--- src/rtl/sec_pkg.sv ---
// shared constants, types and register layout of the serial eeprom command controller
package sec_pkg;

   // ==================== timing ====================
   localparam int SYS_CLK_HZ     = 20_000_000;
   localparam int TIMEOUT_MS     = 30;
   localparam int TIMEOUT_CYC    = TIMEOUT_MS * (SYS_CLK_HZ / 1000);
   localparam int SCLK_PERIOD_NS = 400;
   // serial clock period in system cycles, rounded up so the memory is never over-clocked
   localparam int SCLK_DIV       = (SCLK_PERIOD_NS * (SYS_CLK_HZ / 1_000_000) + 999) / 1000;
   localparam int SCLK_HALF      = SCLK_DIV / 2;
   localparam int PH_W           = 4;
   localparam int TO_W           = 20;
   localparam int POLL_SETTLE    = 3;

   // ==================== serial framing ====================
   localparam logic [4:0] BITS_SHORT = 5'd10;
   localparam logic [4:0] BITS_LONG  = 5'd18;
   localparam logic [1:0] SOP_READ   = 2'b10;
   localparam logic [1:0] SOP_WRITE  = 2'b01;
   localparam logic [1:0] SOP_ERASE  = 2'b11;
   localparam logic [1:0] SOP_EXT    = 2'b00;
   localparam logic [6:0] EXT_LOCK   = 7'h00;
   localparam logic [6:0] EXT_WALL   = 7'h20;
   localparam logic [6:0] EXT_EALL   = 7'h40;
   localparam logic [6:0] EXT_UNLK   = 7'h60;
   localparam logic [7:0] SIGNATURE  = 8'ha5;
   localparam logic [2:0] STEP_LAST  = 3'h6;

   // ==================== register map ====================
   localparam int         ADDR_W       = 8;
   localparam logic [7:0] OFS_CMD      = 8'h00;
   localparam logic [7:0] OFS_DATA     = 8'h04;
   localparam logic [7:0] OFS_ADDR_LO  = 8'h08;
   localparam logic [7:0] OFS_ADDR_HI  = 8'h0c;
   localparam logic [7:0] OFS_GPIO     = 8'h10;
   // busy set and reload selected: the station address fetch runs straight out of reset
   localparam logic [31:0] CMD_RST     = 32'hf000_0000;
   localparam logic [4:0]  GPIO_RST    = 5'h00;
   localparam logic [1:0]  RESP_OKAY   = 2'b00;
   localparam logic [1:0]  RESP_SLVERR = 2'b10;

   typedef enum logic [2:0] {
      OP_READ   = 3'h0,
      OP_LOCK   = 3'h1,
      OP_UNLK   = 3'h2,
      OP_WRITE  = 3'h3,
      OP_WALL   = 3'h4,
      OP_ERASE  = 3'h5,
      OP_EALL   = 3'h6,
      OP_RELOAD = 3'h7
   } sec_op_e;

   typedef enum logic [3:0] {
      ST_IDLE  = 4'b0001,
      ST_SHIFT = 4'b0010,
      ST_GAP   = 4'b0100,
      ST_POLL  = 4'b1000
   } sec_state_e;

   // eeprom_command_register layout
   typedef struct packed {
      logic        busy;
      logic [2:0]  op;
      logic [17:0] rsv_hi;
      logic        timeout;
      logic        loaded;
      logic        rsv_lo;
      logic [6:0]  addr;
   } sec_cmd_s;

   // general purpose configuration of the two serial pins
   typedef struct packed {
      logic dat_oe;
      logic dat_val;
      logic clk_val;
      logic mon_sel;
      logic if_off;
   } sec_gpio_s;

   typedef struct packed {
      logic clk;
      logic sel;
      logic dat_o;
      logic dat_oe;
   } sec_pins_s;

endpackage
--- src/rtl/sec_ctrl.sv ---
// serial eeprom command engine with axi4-lite register access
//
// The AXI4-Lite register port and the register offsets were left to the implementer.
`timescale 1ns/100ps

module sec_ctrl import sec_pkg::*; #(
   parameter int TIMEOUT_CYCLES = TIMEOUT_CYC
) (
   input  wire logic              aclk,
   input  wire logic              aresetn,
   input  wire logic [ADDR_W-1:0] s_axi_awaddr,
   input  wire logic              s_axi_awvalid,
   output      logic              s_axi_awready,
   input  wire logic [31:0]       s_axi_wdata,
   input  wire logic [3:0]        s_axi_wstrb,
   input  wire logic              s_axi_wvalid,
   output      logic              s_axi_wready,
   output      logic [1:0]        s_axi_bresp,
   output      logic              s_axi_bvalid,
   input  wire logic              s_axi_bready,
   input  wire logic [ADDR_W-1:0] s_axi_araddr,
   input  wire logic              s_axi_arvalid,
   output      logic              s_axi_arready,
   output      logic [31:0]       s_axi_rdata,
   output      logic [1:0]        s_axi_rresp,
   output      logic              s_axi_rvalid,
   input  wire logic              s_axi_rready,
   output      sec_pins_s         serial_memory_pins,
   input  wire logic              serial_memory_data_pin_i,
   input  wire logic [1:0]        mii_monitor,
   output      logic [47:0]       station_address
);

   // ==================== state ====================
   logic              din_meta_r;
   logic              din_sync_r;
   sec_cmd_s          cmd_r;
   logic [7:0]        data_r;
   logic [47:0]       station_r;
   sec_gpio_s         gpio_r;
   sec_state_e        state_r;
   logic [PH_W-1:0]   phase_r;
   logic [4:0]        bit_r;
   logic [17:0]       tx_r;
   logic [7:0]        rx_r;
   logic [2:0]        step_r;
   logic [TO_W-1:0]   wait_r;
   logic              cs_r;
   sec_pins_s         pins_r;
   sec_pins_s         pins_nxt;
   logic              aw_have_r;
   logic [ADDR_W-1:0] aw_addr_r;
   logic              w_have_r;
   logic [31:0]       w_data_r;
   logic [3:0]        w_strb_r;
   logic              bvalid_r;
   logic [1:0]        bresp_r;
   logic              rvalid_r;
   logic [31:0]       rdata_r;
   logic [1:0]        rresp_r;

   // ==================== frame assembly ====================
   sec_op_e     op_w;
   logic        rd_w;
   logic        long_w;
   logic        prog_w;
   logic [1:0]  sop_w;
   logic [6:0]  sadr_w;
   logic [17:0] frame_w;
   logic [4:0]  last_bit_w;

   assign op_w   = sec_op_e'(cmd_r.op);
   assign rd_w   = (op_w == OP_READ) || (op_w == OP_RELOAD);
   assign long_w = rd_w || (op_w == OP_WRITE) || (op_w == OP_WALL);
   // ops that end in a ready poll
   assign prog_w = (op_w == OP_WRITE) || (op_w == OP_WALL) || (op_w == OP_ERASE) || (op_w == OP_EALL);

   assign sop_w  = rd_w                ? SOP_READ  :
                   (op_w == OP_WRITE)  ? SOP_WRITE :
                   (op_w == OP_ERASE)  ? SOP_ERASE : SOP_EXT;
   // extended ops live in the address bits
   assign sadr_w = (op_w == OP_RELOAD) ? {4'h0, step_r} :
                   (op_w == OP_UNLK)   ? EXT_UNLK :
                   (op_w == OP_LOCK)   ? EXT_LOCK :
                   (op_w == OP_EALL)   ? EXT_EALL :
                   (op_w == OP_WALL)   ? EXT_WALL : cmd_r.addr;
   // start, opcode, address, data, msb first
   assign frame_w    = {1'b1, sop_w, sadr_w, data_r};
   assign last_bit_w = long_w ? BITS_LONG - 5'd1 : BITS_SHORT - 5'd1;

   // ==================== sequencing strobes ====================
   logic ph_wrap_w;
   logic bit_end_w;
   logic frame_end_w;
   logic gap_end_w;
   logic ready_w;
   logic expire_w;
   logic sig_ok_w;
   logic reload_more_w;
   logic sclk_w;
   logic drive_w;

   assign ph_wrap_w     = (phase_r == PH_W'(SCLK_DIV - 1));
   assign bit_end_w     = (state_r == ST_SHIFT) && ph_wrap_w;
   assign frame_end_w   = bit_end_w && (bit_r == last_bit_w);
   assign gap_end_w     = (state_r == ST_GAP) && ph_wrap_w;
   // pin register and synchroniser still show the gap level for the first poll cycles
   assign ready_w       = (state_r == ST_POLL) && din_sync_r && (wait_r >= TO_W'(POLL_SETTLE));
   assign expire_w      = (state_r == ST_POLL) && (wait_r == TO_W'(TIMEOUT_CYCLES - 1));
   assign sig_ok_w      = (rx_r == SIGNATURE);
   assign reload_more_w = (op_w == OP_RELOAD) && ((step_r == 3'h0) ? sig_ok_w : (step_r != STEP_LAST));
   assign sclk_w        = (state_r == ST_SHIFT) && (phase_r >= PH_W'(SCLK_HALF));
   // the memory owns the data line during read data bits and the ready poll
   assign drive_w       = (state_r == ST_SHIFT) && !(rd_w && (bit_r >= BITS_SHORT));

   // ==================== register views and bus decode ====================
   logic [31:0] cmd_word_w;
   logic [31:0] data_word_w;
   logic [31:0] alo_word_w;
   logic [31:0] ahi_word_w;
   logic [31:0] gpio_word_w;
   logic [7:0]  ra_w;
   logic [7:0]  wa_w;
   logic        r_hit_w;
   logic        w_hit_w;
   logic [31:0] rd_word_w;
   logic [31:0] wr_old_w;
   logic [31:0] wmask_w;
   logic [31:0] wr_val_w;
   logic        wr_go_w;
   logic        host_wr_w;

   assign cmd_word_w  = cmd_r;
   assign data_word_w = {24'h00_0000, data_r};
   assign alo_word_w  = station_r[31:0];
   assign ahi_word_w  = {16'h0000, station_r[47:32]};
   assign gpio_word_w = {27'h000_0000, gpio_r};

   assign ra_w = {s_axi_araddr[7:2], 2'b00};
   assign wa_w = {aw_addr_r[7:2], 2'b00};

   assign r_hit_w = (ra_w == OFS_CMD) || (ra_w == OFS_DATA) || (ra_w == OFS_ADDR_LO) ||
                    (ra_w == OFS_ADDR_HI) || (ra_w == OFS_GPIO);
   assign w_hit_w = (wa_w == OFS_CMD) || (wa_w == OFS_DATA) || (wa_w == OFS_ADDR_LO) ||
                    (wa_w == OFS_ADDR_HI) || (wa_w == OFS_GPIO);

   assign rd_word_w = (ra_w == OFS_CMD)     ? cmd_word_w  :
                      (ra_w == OFS_DATA)    ? data_word_w :
                      (ra_w == OFS_ADDR_LO) ? alo_word_w  :
                      (ra_w == OFS_ADDR_HI) ? ahi_word_w  :
                      (ra_w == OFS_GPIO)    ? gpio_word_w : 32'h0000_0000;
   assign wr_old_w  = (wa_w == OFS_CMD)     ? cmd_word_w  :
                      (wa_w == OFS_DATA)    ? data_word_w :
                      (wa_w == OFS_ADDR_LO) ? alo_word_w  :
                      (wa_w == OFS_ADDR_HI) ? ahi_word_w  :
                      (wa_w == OFS_GPIO)    ? gpio_word_w : 32'h0000_0000;

   genvar gi;
   generate
      for (gi = 0; gi < 4; gi++) begin : g_lane
         assign wmask_w[8*gi +: 8] = {8{w_strb_r[gi]}};
      end
   endgenerate

   assign wr_val_w  = (wr_old_w & ~wmask_w) | (w_data_r & wmask_w);
   assign wr_go_w   = aw_have_r && w_have_r && !bvalid_r;
   // engine registers are frozen to the host while an operation runs
   assign host_wr_w = wr_go_w && !cmd_r.busy;

   // ==================== axi4-lite slave ====================
   assign s_axi_awready = !aw_have_r && !bvalid_r;
   assign s_axi_wready  = !w_have_r && !bvalid_r;
   assign s_axi_arready = !rvalid_r;
   assign s_axi_bvalid  = bvalid_r;
   assign s_axi_bresp   = bresp_r;
   assign s_axi_rvalid  = rvalid_r;
   assign s_axi_rdata   = rdata_r;
   assign s_axi_rresp   = rresp_r;

   always_ff @(posedge aclk) begin
      if (!aresetn) begin
         aw_have_r <= 1'b0;
         aw_addr_r <= 8'h00;
         w_have_r  <= 1'b0;
         w_data_r  <= 32'h0000_0000;
         w_strb_r  <= 4'h0;
         bvalid_r  <= 1'b0;
         bresp_r   <= RESP_OKAY;
      end else begin
         if (s_axi_awvalid && s_axi_awready) begin
            aw_have_r <= 1'b1;
            aw_addr_r <= s_axi_awaddr;
         end
         if (s_axi_wvalid && s_axi_wready) begin
            w_have_r <= 1'b1;
            w_data_r <= s_axi_wdata;
            w_strb_r <= s_axi_wstrb;
         end
         if (wr_go_w) begin
            aw_have_r <= 1'b0;
            w_have_r  <= 1'b0;
            bvalid_r  <= 1'b1;
            bresp_r   <= w_hit_w ? RESP_OKAY : RESP_SLVERR;
         end else if (s_axi_bready) begin
            bvalid_r <= 1'b0;
         end
      end
   end

   always_ff @(posedge aclk) begin
      if (!aresetn) begin
         rvalid_r <= 1'b0;
         rdata_r  <= 32'h0000_0000;
         rresp_r  <= RESP_OKAY;
      end else if (s_axi_arvalid && s_axi_arready) begin
         rvalid_r <= 1'b1;
         rdata_r  <= rd_word_w;
         rresp_r  <= r_hit_w ? RESP_OKAY : RESP_SLVERR;
      end else if (s_axi_rready) begin
         rvalid_r <= 1'b0;
      end
   end

   // pin configuration stays writable during an operation so a stuck memory can be released
   always_ff @(posedge aclk) begin
      if (!aresetn) begin
         gpio_r <= sec_gpio_s'(GPIO_RST);
      end else if (wr_go_w && (wa_w == OFS_GPIO)) begin
         gpio_r <= sec_gpio_s'(wr_val_w[4:0]);
      end
   end

   // ==================== pin path ====================
   always_ff @(posedge aclk) begin
      if (!aresetn) begin
         din_meta_r <= 1'b0;
         din_sync_r <= 1'b0;
      end else begin
         din_meta_r <= serial_memory_data_pin_i;
         din_sync_r <= din_meta_r;
      end
   end

   // interface off: pins follow gpio values or monitor taps
   assign pins_nxt = gpio_r.if_off ?
                     sec_pins_s'{clk:    gpio_r.mon_sel ? mii_monitor[0] : gpio_r.clk_val,
                       sel:    1'b0,
                       dat_o:  gpio_r.mon_sel ? mii_monitor[1] : gpio_r.dat_val,
                       dat_oe: gpio_r.mon_sel | gpio_r.dat_oe} :
                     sec_pins_s'{clk: sclk_w, sel: cs_r, dat_o: tx_r[17], dat_oe: drive_w};

   always_ff @(posedge aclk) begin
      if (!aresetn) begin
         pins_r <= '0;
      end else begin
         pins_r <= pins_nxt;
      end
   end

   assign serial_memory_pins = pins_r;
   assign station_address    = station_r;

   // ==================== serial clock phase ====================
   always_ff @(posedge aclk) begin
      if (!aresetn) begin
         phase_r <= '0;
      end else if ((state_r != ST_SHIFT && state_r != ST_GAP) || ph_wrap_w) begin
         phase_r <= '0;
      end else begin
         phase_r <= phase_r + PH_W'(1);
      end
   end

   always_ff @(posedge aclk) begin
      if (!aresetn) begin
         wait_r <= '0;
      end else if (state_r == ST_POLL) begin
         wait_r <= wait_r + TO_W'(1);
      end else begin
         wait_r <= '0;
      end
   end

   // ==================== operation engine ====================
   always_ff @(posedge aclk) begin
      if (!aresetn) begin
         state_r   <= ST_IDLE;
         // reset leaves busy set until the address fetch is over
         cmd_r     <= sec_cmd_s'(CMD_RST);
         data_r    <= 8'h00;
         station_r <= 48'h0000_0000_0000;
         step_r    <= 3'h0;
         bit_r     <= 5'd0;
         tx_r      <= 18'h0_0000;
         rx_r      <= 8'h00;
         cs_r      <= 1'b0;
      end else begin
         case (state_r)
            ST_IDLE: begin
               // a set busy bit launches the programmed op
               if (cmd_r.busy) begin
                  tx_r    <= frame_w;
                  bit_r   <= 5'd0;
                  cs_r    <= 1'b1;
                  state_r <= ST_SHIFT;
                  if (step_r == 3'h0) begin
                     // fresh start drops a stale timeout
                     cmd_r.timeout <= 1'b0;
                     if (op_w == OP_RELOAD) begin
                        cmd_r.loaded <= 1'b0;
                     end
                  end
               end
            end
            ST_SHIFT: begin
               if (bit_end_w) begin
                  tx_r  <= {tx_r[16:0], 1'b0};
                  rx_r  <= {rx_r[6:0], din_sync_r};
                  bit_r <= bit_r + 5'd1;
               end
               // frame closes after its fixed clock count
               if (frame_end_w) begin
                  cs_r    <= 1'b0;
                  state_r <= ST_GAP;
               end
            end
            ST_GAP: begin
               if (gap_end_w) begin
                  if (prog_w) begin
                     // select high again so the memory reports ready on the data line
                     cs_r    <= 1'b1;
                     state_r <= ST_POLL;
                  end else begin
                     state_r <= ST_IDLE;
                     if (reload_more_w) begin
                        step_r <= step_r + 3'h1;
                     end else begin
                        cmd_r.busy <= 1'b0;
                        step_r     <= 3'h0;
                     end
                     // read byte lands in the same cycle that busy drops
                     if (op_w == OP_READ) begin
                        data_r <= rx_r;
                     end
                     // bytes one to six fill the station address in order
                     if (op_w == OP_RELOAD && step_r != 3'h0) begin
                        station_r[{3'(step_r - 3'h1), 3'b000} +: 8] <= rx_r;
                     end
                     // loaded only once all six bytes are in
                     if (op_w == OP_RELOAD && step_r == STEP_LAST) begin
                        cmd_r.loaded <= 1'b1;
                     end
                  end
               end
            end
            ST_POLL: begin
               if (ready_w) begin
                  cs_r       <= 1'b0;
                  cmd_r.busy <= 1'b0;
                  state_r    <= ST_IDLE;
               end else if (expire_w) begin
                  // give up, flag it and release the host
                  cs_r          <= 1'b0;
                  cmd_r.busy    <= 1'b0;
                  cmd_r.timeout <= 1'b1;
                  state_r       <= ST_IDLE;
               end
            end
            default: begin
               state_r <= ST_IDLE;
               cs_r    <= 1'b0;
            end
         endcase

         if (host_wr_w && (wa_w == OFS_CMD)) begin
            cmd_r.op   <= wr_val_w[30:28];
            cmd_r.addr <= wr_val_w[6:0];
            cmd_r.busy <= wr_val_w[31];
         end
         if (host_wr_w && (wa_w == OFS_DATA)) begin
            data_r <= wr_val_w[7:0];
         end
         if (host_wr_w && (wa_w == OFS_ADDR_LO)) begin
            station_r[31:0] <= wr_val_w;
         end
         if (host_wr_w && (wa_w == OFS_ADDR_HI)) begin
            station_r[47:32] <= wr_val_w[15:0];
         end
      end
   end

endmodule

--- config.mk ---
export PLATFORM = sky130hd
export DESIGN_NAME = sec_ctrl
export DESIGN_NICKNAME = d
export VERILOG_FILES = /design/src/rtl/sec_pkg.sv /design/src/rtl/sec_ctrl.sv
export SDC_FILE = /design/constraint.sdc
export NUM_CORES = 1
export LEC_CHECK = 0
export BUFFER_PORTS_ARGS = -buffer_cell sky130_fd_sc_hd__buf_4
export CAP_MARGIN = 25
export CORE_MARGIN = 2
export CORE_UTILIZATION = 55
export DETAILED_ROUTE_END_ITERATION = 12
export PLACE_DENSITY = 0.77
export SYNTH_ARGS = -nofsm -noshare
export SYNTH_HDL_FRONTEND = slang
export SYNTH_SLANG_ARGS = --single-unit
--- constraint.sdc ---
create_clock -name aclk -period 5.95 [get_ports aclk]
set_input_delay 0.8925 -clock aclk [delete_from_list [all_inputs] [get_ports aclk]]
set_output_delay 0.8925 -clock aclk [all_outputs]
set_load 0.02 [all_outputs]
==> metrics.md, run 1 <==
| Metric | Value |
|---|---|
| Worst setup SP type | register |
| Slew HR | 31.3% |
| Average vias per placed instance | 6.26 |
| RSZ-0062 raised after global routing | false |
| Setup Fix Bufs, Post-CTS | 0 |
| CTS Hold Buffers Added | 0 |
| Final instance area | roughly 13,000 µm² |
| Hold WC Path Type | register to register |
| Synthesis Warnings | 0 |
| Sequential area share after synthesis | between 40% and 50% |
| Post-CTS Resized | 0 |
| CTS Buffer Depth | 3 |
| Cell depth of the worst flop-to-flop path | 9 |
| Max Slew Vio Count | 0 |
| Critical Path End | station_address[20] |
| Largest net degree at the start of global routing | between 80 and 90 |
| Detail Route Antenna Nets | 0 |
| Fmax achieved | roughly 300 MHz |
| Tmin final | approximately 3.4 ns |
| CP arrival | between 3 and 4 ns |
| Grt ovf | 0 |
| Adder-cell share of the synthesized area | ~1.8% |
| Drt pass-1 iters | 5 |
| Synthesized flop and latch total | 223 |
| Post-Syn Area per Cell | 8.51 µm² |
| Diode count | 0 |
| Chip width | ~150 µm |
| Number of distinct library cells after synthesis | slightly below 80 |
| Final setup TNS | 0 ns |
| CP Capture Type | register |
| Largest family of logic cells by synthesized area | simple AND/OR/NAND/NOR gates |
| Post-DR wirelength/cell | a little under 20 µm |
| Worst setup margin | 2.59 ns |
| Capturing point of the worst reg2reg path | station_address[20] |
| CTS Root Buffer Type | clkbuf_16 |
| Total CTS buffers | 24 |
| Synth Area in XOR/XNOR | 1.82% |
| FF-to-FF setup slack | roughly 2.6 ns |
| DP Area | about 12,000 µm² |
| Vias in the first global route | between 9,000 and 10,000 |
| Crit path max fanout | 10 |
| Fin. Hold Viols | 0 |
| Crit path required time | between 6 and 7 ns |
| Via count | about 10,000 |
| Worst Setup SP | step_r[0] |
| # DRC | 0 |
| Initial antenna violation count | 0 |
| Setup CP Type | register to register |
| Starting Density | a little under three fifths |
| Clock Latency Late Sink | ~0.52 ns |
| Layout cells sized above 1 | around 18% |
| Die outline height | 145 µm |
| Mapped cell area | roughly 11,000 µm² |
| CTS tree | yes |
| Final wirelength | roughly 33 mm |
| Global Route Usage Sum | just under 30% |
| Synth Area in Compound Gates | about a fifth |
| Num ports | ~160 |
| Number of synthesized flops with an enable pin | 0 |
| Post-DP HPWL | about 23 mm |
| Leakage Power | slightly below 5 nW |
| Global-route wire length before repair | 51.3 mm |
| Detailed router's first-iteration violation count | 951 |
| Mux share of post-synthesis cell area | 8.46% |
| Worst slew pin tran | a little over 1 ns |
| Status | finished, final reports clean |
| Ys async rst share | 0% |
| Site Rows | around 50 |
| Power per Cell Area | between 200 and 300 nW/µm² |
| Core Region | just under 20,000 µm² |
| Reg-to-reg critical path startpoint | step_r[0] |
| Util after Layout | approximately two thirds |
| CTS sink cnt | roughly 220 |
| Post-place setup slack | 2.65 ns |
| Final Cycle Share | 56.4% |
| Nets | around 1,500 |
| Peak supply drop | about 0.2 mV |
| Die area | about 21,000 µm² |
| Setup violations, final | 0 |
| Main flop type after synthesis | dfxtp_1 |
| Syn Inst Count | between 1,000 and 1,500 |
| Simple-Gate Fraction of Synth Area | 22.4% |
| Htree depth | 1 |
| Clock-pin slew on the worst setup and hold paths | roughly 0.060 ns |
| Max Cap Viol | 0 |
| Skew final | 0.0211 ns |
| Area grow syn2layout | 18.4% |
| I/O Buffers | around 150 |
| GP Congestion | between 0.9 and 1 |
==> registers in the layout, summed over array words and instances (netlist names), 3 cells and up <==
name / count
aw_addr_r: 6
bit_r: 5
cmd_r: 10
data_r: 8
gpio_r: 5
op_w: 3
phase_r: 4
rx_r: 8
s_axi_rdata: 32
serial_memory_pins: 4
state_r: 4
station_address: 48
step_r: 3
tx_r: 18
w_data_r: 32
w_strb_r: 4
wait_r: 20
==> cell usage after synthesis, drive strengths merged (19+ instances only) <==
cell,count,area (µm²)
a221oi,20,175
nand4,22,144
dfxtp,223,4460
buf,34,183
nand2,183,687
nand3,48,245
nor3,25,125
a211oi,23,173
nor2,95,357
mux2,19,214
o21ai,39,195
clkbuf,67,253
mux2i,67,671
o211ai,19,143
a21oi,108,541
==> layer usage <==
metal / wire length (µm) / track usage [%] / vias to the layer above
met4: 1160 / 11.6 / 0
met5: 0 / 0 / -
li1: - / - / 4879
met2: 15300 / 49.1 / 496
met3: 2820 / 4.43 / 91
met1: 13400 / 38.5 / 4917
==> per-stage QoR <==
| step | std cells | power (mW) | hold WS, ns |
|---|---|---|---|
| floorplan | 1291 | 1.98 | 0.412 |
| global placement | 1614 | 2.10 | 0.420 |
| detailed placement | 1615 | 2.11 | 0.424 |
| CTS | 1659 | 3.75 | 0.437 |
| global route | 1659 | 3.87 | 0.467 |
| finish | 1659 | 3.74 | 0.437 |
==> cell type report <==
class	instances	area (µm²)
multi-input cells	949	6040
well taps	265	332
fillers	1655	6520
clock inverters	9	145
inverters	18	70.1
clock buffers	35	753
repair buffers	160	1200
flip-flops and latches	223	4460
==> layout by cell type, fill, tap and decap left out, types with 13 or more instances in the layout <==
cell         n
a211oi_1    23
a21oi_1    108
a221oi_1    20
a22o_1      13
and2_1      15
buf_4      160
clkbuf_16   25
dfxtp_1    223
ha_1        16
inv_1       16
mux2_2      19
mux2i_1     67
nand2_1    183
nand3_1     47
nand4_1     21
nor2_1      95
nor3_1      24
o211ai_1    19
o21ai_0     39
==> cell families (layout without fill, tap and decap cells) <==
family                     count (synthesis)  in the layout
AOI/OAI and AO/OA                        332            332
DFF                                      223            223
other                                      1              2
adders and majority gates                 16             16
and+or+nand+nor                          489            489
xor gates and xnor gates                  22             22
buffers and inverters                    119            222
muxes                                     88             88
==> worst max-delay path: stages (launching register included) <==
cell and delay, ns:
dfxtp_1 0.54, inv_1 0.19, ha_1 0.27, xnor2_2 0.17, ha_1 0.48, nand4b_1 0.16, a2111oi_1 0.61, a31oi_2 0.45
mux2i_1 0.29, nor2_1 0.05
==> worst min path at each step <==
stage,startpoint,endpoint,slack (ns),cells after the start
floorplan,din_meta_r,din_sync_r,0.41,1
global placement,din_meta_r,din_sync_r,0.42,1
detailed placement,din_meta_r,din_sync_r,0.42,1
CTS,din_meta_r,din_sync_r,0.44,1
global route,phase_r[0],phase_r[0],0.47,1
finish,din_meta_r,din_sync_r,0.44,1
==> where the power goes <==
group,switching [mW],leakage (nW),internal (mW)
Sequential,0.0645,1.81,1.57
Combinational,0.288,2.67,0.165
Clock,0.608,0.450,1.05
Note: power is estimated with default switching activity, not from simulation.
==> run 2: changes to the inputs <==
--- a/config.mk
+++ b/config.mk
@@ -8,9 +8,9 @@
 export BUFFER_PORTS_ARGS = -buffer_cell sky130_fd_sc_hd__buf_4
 export CAP_MARGIN = 25
 export CORE_MARGIN = 2
-export CORE_UTILIZATION = 55
+export CORE_UTILIZATION = 52
 export DETAILED_ROUTE_END_ITERATION = 12
-export PLACE_DENSITY = 0.77
+export PLACE_DENSITY = 0.76
 export SYNTH_ARGS = -nofsm -noshare
 export SYNTH_HDL_FRONTEND = slang
 export SYNTH_SLANG_ARGS = --single-unit
==> constraint.sdc (replaced) <==
create_clock -name aclk -period 3 [get_ports aclk]
set_input_delay 0.45 -clock aclk [delete_from_list [all_inputs] [get_ports aclk]]
set_output_delay 0.45 -clock aclk [all_outputs]
set_load 0.02 [all_outputs]
==> run 2 against run 1 <==
  * Sequential cell count unchanged
  * Routed wire length increased by 2.2%
  * Sequential power increased by 99%
  * Power increased by 88%
  * Design area increased by 0.86%
  * Clock skew decreased by 0.011 ns
  * Utilization decreased by 3.8 points
  * Fmax increased by 21%
  * Global-route usage decreased by 0.53 points
  * Non-clock buffer count increased by 33
  * Hold slack got worse by 0.32 ns
  * Register-to-register slack got worse by 2.4 ns
  * Critical endpoint unchanged
  * Largest cell class unchanged
==> metrics.md, run 2 (synthesis results as in run 1) <==
| Metric | Value |
|---|---|
| Clock Latency Late Sink | 0.51 ns (was 0.52 ns) |
| Setup Fix Bufs, Post-CTS | 0 (unchanged) |
| Area grow syn2layout | 19.4% (was 18.4%) |
| Clock-pin slew on the worst setup and hold paths | 0.06 ns (about the same) |
| Max Cap Viol | 0 (unchanged) |
| CTS sink cnt | 223 (unchanged) |
| Peak supply drop | 0.393 mV (was 0.205 mV) |
| I/O Buffers | 148 (unchanged) |
| Die outline height | 149 µm (was 145 µm) |
| Die area | 22,300 µm² (was 21,100 µm²) |
| Final Cycle Share | 92.3% (was 56.4%) |
| Net switching power | 1.88 mW (was 0.961 mW) |
| Met2 Use GR | 46.0% (was 49.1%) |
| Area occupied by multi-input gates | 6040 µm² (about the same) |
| Sequential power share | 46.1% (was 43.6%) |
| Design Power | 7.05 mW (was 3.74 mW) |
| Crit path required time | 3.35 ns (was 6.32 ns) |
| Tmin final | 2.77 ns (was 3.36 ns) |
| Crit path max fanout | 8 (was 10) |
| Commonest non-fill, non-tap cell in the layout | dfxtp_1 (unchanged) |
| Skew final | 0.0104 ns (was 0.0211 ns) |
| Setup violations, final | 0 (unchanged) |
| GR Util met3 | 3.98% (was 4.43%) |
| CTS tree | yes (unchanged) |
| Starting Density | 52.6% (was 56.3%) |
| Num ports | 155 (unchanged) |
| Largest net degree at the start of global routing | 85 (unchanged) |
| Nets | 1,486 (was 1,454) |
| RSZ-0062 raised after global routing | false (unchanged) |
| CTS Buffer Depth | 3 (unchanged) |
| Vias in the first global route | 9,488 (was 9,567) |
| Detailed router's first-iteration violation count | 1,174 (was 951) |
| Final wirelength | 33.4 mm (was 32.7 mm) |
| Grt ovf | 0 (unchanged) |
| Worst slew pin tran | 0.897 ns (was 1.03 ns) |
| Post-CTS Resized | 0 (unchanged) |
| CP arrival | 3.12 ns (was 3.73 ns) |
| Chip width | 149 µm (was 145 µm) |
| CP Capture Type | register (unchanged) |
| Fin. Hold Viols | 0 (unchanged) |
| Core Region | 20,900 µm² (was 19,500 µm²) |
| Global-route wire length before repair | 51.6 mm (was 51.3 mm) |
| Average vias per placed instance | 6.16 (was 6.26) |
| Post-DP HPWL | 23.5 mm (was 22.7 mm) |
| GR Util met1 | 40.3% (was 38.5%) |
| GRT Max-Usage Layer | met2 (unchanged) |
| Detail Route Antenna Nets | 0 (unchanged) |
| Clock Power Share | 40.9% (was 44.2%) |
| Sw frac | 26.7% (was 25.7%) |
| Number of flip-flops in the largest register | 48 (unchanged) |
| Power Internal | 5.17 mW (was 2.78 mW) |
| Post-DR wirelength/cell | 19.7 µm (about the same) |
| Leakage Power | 5.01 nW (was 4.93 nW) |
| Seq. cell area | 4460 µm² (unchanged) |
| Fmax achieved | 361 MHz (was 298 MHz) |
| Initial antenna violation count | 1 (was 0) |
| Hold WC Path Type | input pin to register (was register to register) |
| # DRC | 0 (unchanged) |
| Status | finished, final reports clean (unchanged) |
| Worst setup margin | 0.232 ns (was 2.59 ns) |
| Htree depth | 1 (unchanged) |
| Worst setup SP type | register (unchanged) |
| Via count | 10,500 (was 10,400) |
| Total CTS buffers | 23 (was 24) |
| CTS Root Buffer Type | clkbuf_16 (unchanged) |
| Slew HR | 40.2% (was 31.3%) |
| Comb power frac | 13.0% (was 12.1%) |
| Final setup TNS | 0 ns (unchanged) |
| Drt pass-1 iters | 6 (was 5) |
| CTS Hold Buffers Added | 0 (unchanged) |
| Post-place setup slack | 0.270 ns (was 2.65 ns) |
| GP Congestion | 0.933 (was 0.928) |
| Filler instances | 1,803 (was 1,655) |
| Global Route Usage Sum | 28.9% (was 29.4%) |
| Layout cells sized above 1 | 19.0% (was 17.8%) |
| Site Rows | 53 (was 51) |
| Power per Cell Area | 537 nW/µm² (was 288 nW/µm²) |
| Max Slew Vio Count | 0 (unchanged) |
| Setup CP Type | register to register (unchanged) |
| Commonest non-fill, non-tap cells in the layout | dfxtp_1, buf_4, nand2_1, a21oi_1, nor2_1 (was dfxtp_1, nand2_1, buf_4, a21oi_1, nor2_1) |
[run 2: final cells by class]
cell class | count | area share (%)
multi-input cells | 949 | 46.0
flip-flops and latches | 223 | 34.0
repair buffers | 193 | 11.0
clock buffers | 36 | 5.14
well taps | 275 | 2.62
clock inverters | 5 | 0.591
inverters | 18 | 0.534
diodes | 1 | 0.0191
[run 2: critical path, stage by stage (launching register included)]
cell and delay [ns]:
dfxtp_1 0.46, inv_1 0.12, ha_1 0.23, xnor2_2 0.22, ha_1 0.29, nand4b_1 0.11
a2111oi_1 0.06, buf_4 0.17, a31oi_2 0.63, mux2i_1 0.26, nor2_1 0.06
[run 2: worst paths after layout]
check	from	slack, ns	cells after the start	end
worst max register to register	step_r[1]	0.23	10	station_address[20]
worst min register to register	din_meta_r	0.44	1	din_sync_r
worst max-delay path	step_r[1]	0.23	10	station_address[20]
worst min-delay path	s_axi_rready	0.12	2	s_axi_rvalid
[run 2: per-stage QoR]
stage,instances,hold WS [ns],util (%),instance area [µm²]
6_report,1700,0.121,62.8,13100
3_5_place_dp,1658,0.429,59.2,12400
4_1_cts,1699,0.108,62.8,13100
2_1_floorplan,1291,0.412,-,11000
5_1_grt,1699,0.115,62.8,13100
3_3_place_gp,1658,0.423,59.2,12400
[run 2: power by group through the flow]
stage,clock (mW),combinational [mW],sequential (mW)
after floorplan,0,0.658,3.26
after global placement,0,0.882,3.30
after detailed placement,0,0.900,3.31
after CTS,2.90,0.909,3.24
after global routing,3.02,1.00,3.27
final,2.88,0.917,3.25
[run 2: layer usage]
| layer | vias to the layer above | wire length [µm] |
|---|---|---|
| met5 | - | 0 |
| met3 | 82 | 2410 |
| li1 | 4945 | - |
| met2 | 471 | 15400 |
| met1 | 4977 | 14500 |
| met4 | 0 | 1130 |
==> run 3: changes to the inputs <==
--- a/config.mk
+++ b/config.mk
@@ -11,6 +11,7 @@
 export CORE_UTILIZATION = 52
 export DETAILED_ROUTE_END_ITERATION = 12
 export PLACE_DENSITY = 0.76
+export SETUP_SLACK_MARGIN = 0.5
 export SYNTH_ARGS = -nofsm -noshare
 export SYNTH_HDL_FRONTEND = slang
 export SYNTH_SLANG_ARGS = --single-unit
==> run 3 against run 2 <==
  * Sequential cell count unchanged
  * Clock power about the same
  * Routed wire length down 1.3%
  * Clock-buffer cell count up 7
  * Critical path type unchanged
==> metrics.md, run 3 (synthesis results as in run 1) <==
| Metric | Value |
|---|---|
| Htree depth | 1 (unchanged) |
| Site Rows | 53 (unchanged) |
| CTS Root Buffer Type | clkbuf_16 (unchanged) |
| Status | finished, final reports clean (unchanged) |
| Post-DR wirelength/cell | 19.4 µm (was 19.7 µm) |
| I/O Buffers | 148 (unchanged) |
| Vias in the first global route | 9,562 (was 9,488) |
| Design Power | 7.07 mW (was 7.05 mW) |
| Commonest non-fill, non-tap cell in the layout | dfxtp_1 (unchanged) |
| Fin. Hold Viols | 0 (unchanged) |
| Leakage Power | 5.03 nW (was 5.01 nW) |
| Total CTS buffers | 25 (was 23) |
| CP arrival | 2.89 ns (was 3.12 ns) |
| CTS Buffer Depth | 3 (unchanged) |
| Initial antenna violation count | 0 (was 1) |
| Slew HR | 46.0% (was 40.2%) |
| Die area | 22,300 µm² (unchanged) |
| Area occupied by multi-input gates | 6130 µm² (was 6040 µm²) |
| CP cell instances | nor4bb_1 > buf_4 > a41oi_1 > nand2_1 > nor2_1 > a21o_1 (was inv_1 > ha_1 > xnor2_2 > ha_1 > nand4b_1 > a2111oi_1 > buf_4 > a31oi_2 > mux2i_1 > nor2_1) |
| Clock-pin slew on the worst setup and hold paths | 0.06 ns (about the same) |
| Largest net degree at the start of global routing | 67 (was 85) |
| Num ports | 155 (unchanged) |
| Final instance area | 13,200 µm² (was 13,100 µm²) |
| Power per Cell Area | 534 nW/µm² (was 537 nW/µm²) |
| RSZ-0062 raised after global routing | true (was false) |
| Finished Layout Cells | 1,703 (was 1,700) |
| Area grow syn2layout | 20.6% (was 19.4%) |
| Max Slew Vio Count | 0 (unchanged) |
| Number of flip-flops in the largest register | 48 (unchanged) |
| CTS sink cnt | 223 (unchanged) |
| Hold WC Path Type | input pin to register (unchanged) |
| Crit path required time | 3.47 ns (was 3.35 ns) |
| Worst setup SP type | register (unchanged) |
| Worst slew pin tran | 0.809 ns (was 0.897 ns) |
| Dpl cells | 1,654 (was 1,658) |
| Final wirelength | 33.0 mm (was 33.4 mm) |
| CTS tree | yes (unchanged) |
| Nets | 1,487 (was 1,486) |
| Chip width | 149 µm (unchanged) |
| GP Congestion | 0.907 (was 0.933) |
| Peak supply drop | 0.397 mV (was 0.393 mV) |
| Setup violations, final | 0 (unchanged) |
| Via count | 10,400 (was 10,500) |
| Commonest non-fill, non-tap cells in the layout | dfxtp_1, buf_4, nand2_1, a21oi_1, nor2_1 (unchanged) |
| Worst setup margin | 0.579 ns (was 0.232 ns) |
| Filler instances | 1,759 (was 1,803) |
| Tmin final | 2.42 ns (was 2.77 ns) |
| Global Route Usage Sum | 28.8% (was 28.9%) |
| Final setup TNS | 0 ns (unchanged) |
| Final Cycle Share | 80.7% (was 92.3%) |
| Drt pass-1 iters | 5 (was 6) |
| Clock Latency Late Sink | 0.53 ns (was 0.51 ns) |
| Skew final | 0.0269 ns (was 0.0104 ns) |
| Post-place setup slack | 0.357 ns (was 0.270 ns) |
| Crit-path max cell delay | 0.67 ns (was 0.63 ns) |
| Fmax achieved | 413 MHz (was 361 MHz) |
| Detailed router's first-iteration violation count | 830 (was 1,174) |
| Worst Hold Slack | 0.101 ns (was 0.121 ns) |
| Util after Layout | 63.4% (was 62.8%) |
| Diode count | 0 (was 1) |
| # DRC | 0 (unchanged) |
| DP Area | 12,400 µm² (about the same) |
| Die outline height | 149 µm (unchanged) |
| Post-DP HPWL | 23.4 mm (was 23.5 mm) |
| Layout cells sized above 1 | 19.9% (was 19.0%) |
| Setup CP Type | register to register (unchanged) |
| Detail Route Antenna Nets | 0 (unchanged) |
| Starting Density | 52.6% (unchanged) |
| Average vias per placed instance | 6.13 (was 6.16) |
| Core Region | 20,900 µm² (unchanged) |
| Global-route wire length before repair | 51.3 mm (was 51.6 mm) |
| CP Capture Type | register (unchanged) |
| Crit path max fanout | 8 (unchanged) |
| Seq. cell area | 4470 µm² (was 4460 µm²) |
| Max Cap Viol | 0 (unchanged) |
| CP max-delay cell | a41oi_1 (was a31oi_2) |
| Grt ovf | 0 (unchanged) |
-- run 3: cell types whose count changed in the layout (fill, tap and decap cells not counted), moves of 2 or more --
cell,delta
clkbuf_16,+2
buf_4,-2
clkbuf_8,+2
clkbuf_1,+3
ha_1,-2
and4_1,-2
bufinv_16,-2
-- run 3: what timing repair did --
item	in CTS	in global routing
resized for setup	6	11
hold buffers	0	0
endpoints found under the setup margin	37	50
pin swaps	3	3
buffers inserted	2	1
-- run 3: worst max-delay path, delay by kind of cell (launching register included) --
| family | cells | cell delay (ns) |
|---|---|---|
| AND/OR/NAND/NOR | 3 | 0.67 |
| AO/OA/AOI/OAI | 2 | 0.86 |
| buffers and inverters | 1 | 0.18 |
| flip-flops | 1 | 0.64 |
-- run 3: path summary, 6_finish.rpt --
check,from,end,slack (ns),cells after the start
max,cmd_r[31],station_address[15],0.58,6
min,s_axi_rready,s_axi_rvalid,0.10,2
max reg2reg,cmd_r[31],station_address[15],0.58,6
min reg2reg,din_meta_r,din_sync_r,0.44,1
-- run 3: report_power, final --
part,switching [mW],leakage (nW),total (mW),internal (mW)
logic,0.570,2.83,0.916,0.346
clock network,1.19,0.384,2.91,1.72
registers,0.133,1.81,3.24,3.11
total,1.90,5.03,7.07,5.17
-- run 3: area by class of cell --
cell class              instances  area share [%]
clock buffers                  43            5.76
inverters                      18           0.529
flip-flops and latches        223            33.7
well taps                     275            2.60
repair buffers                192            11.0
clock inverters                 3           0.142
multi-input cells             949            46.3
-- run 3: layer usage --
metal / routed length, µm / global-route usage (%)
met5: 0 / 0
met4: 1150 / 11.0
met3: 2560 / 3.67
met2: 15200 / 46.6
met1: 14100 / 39.2
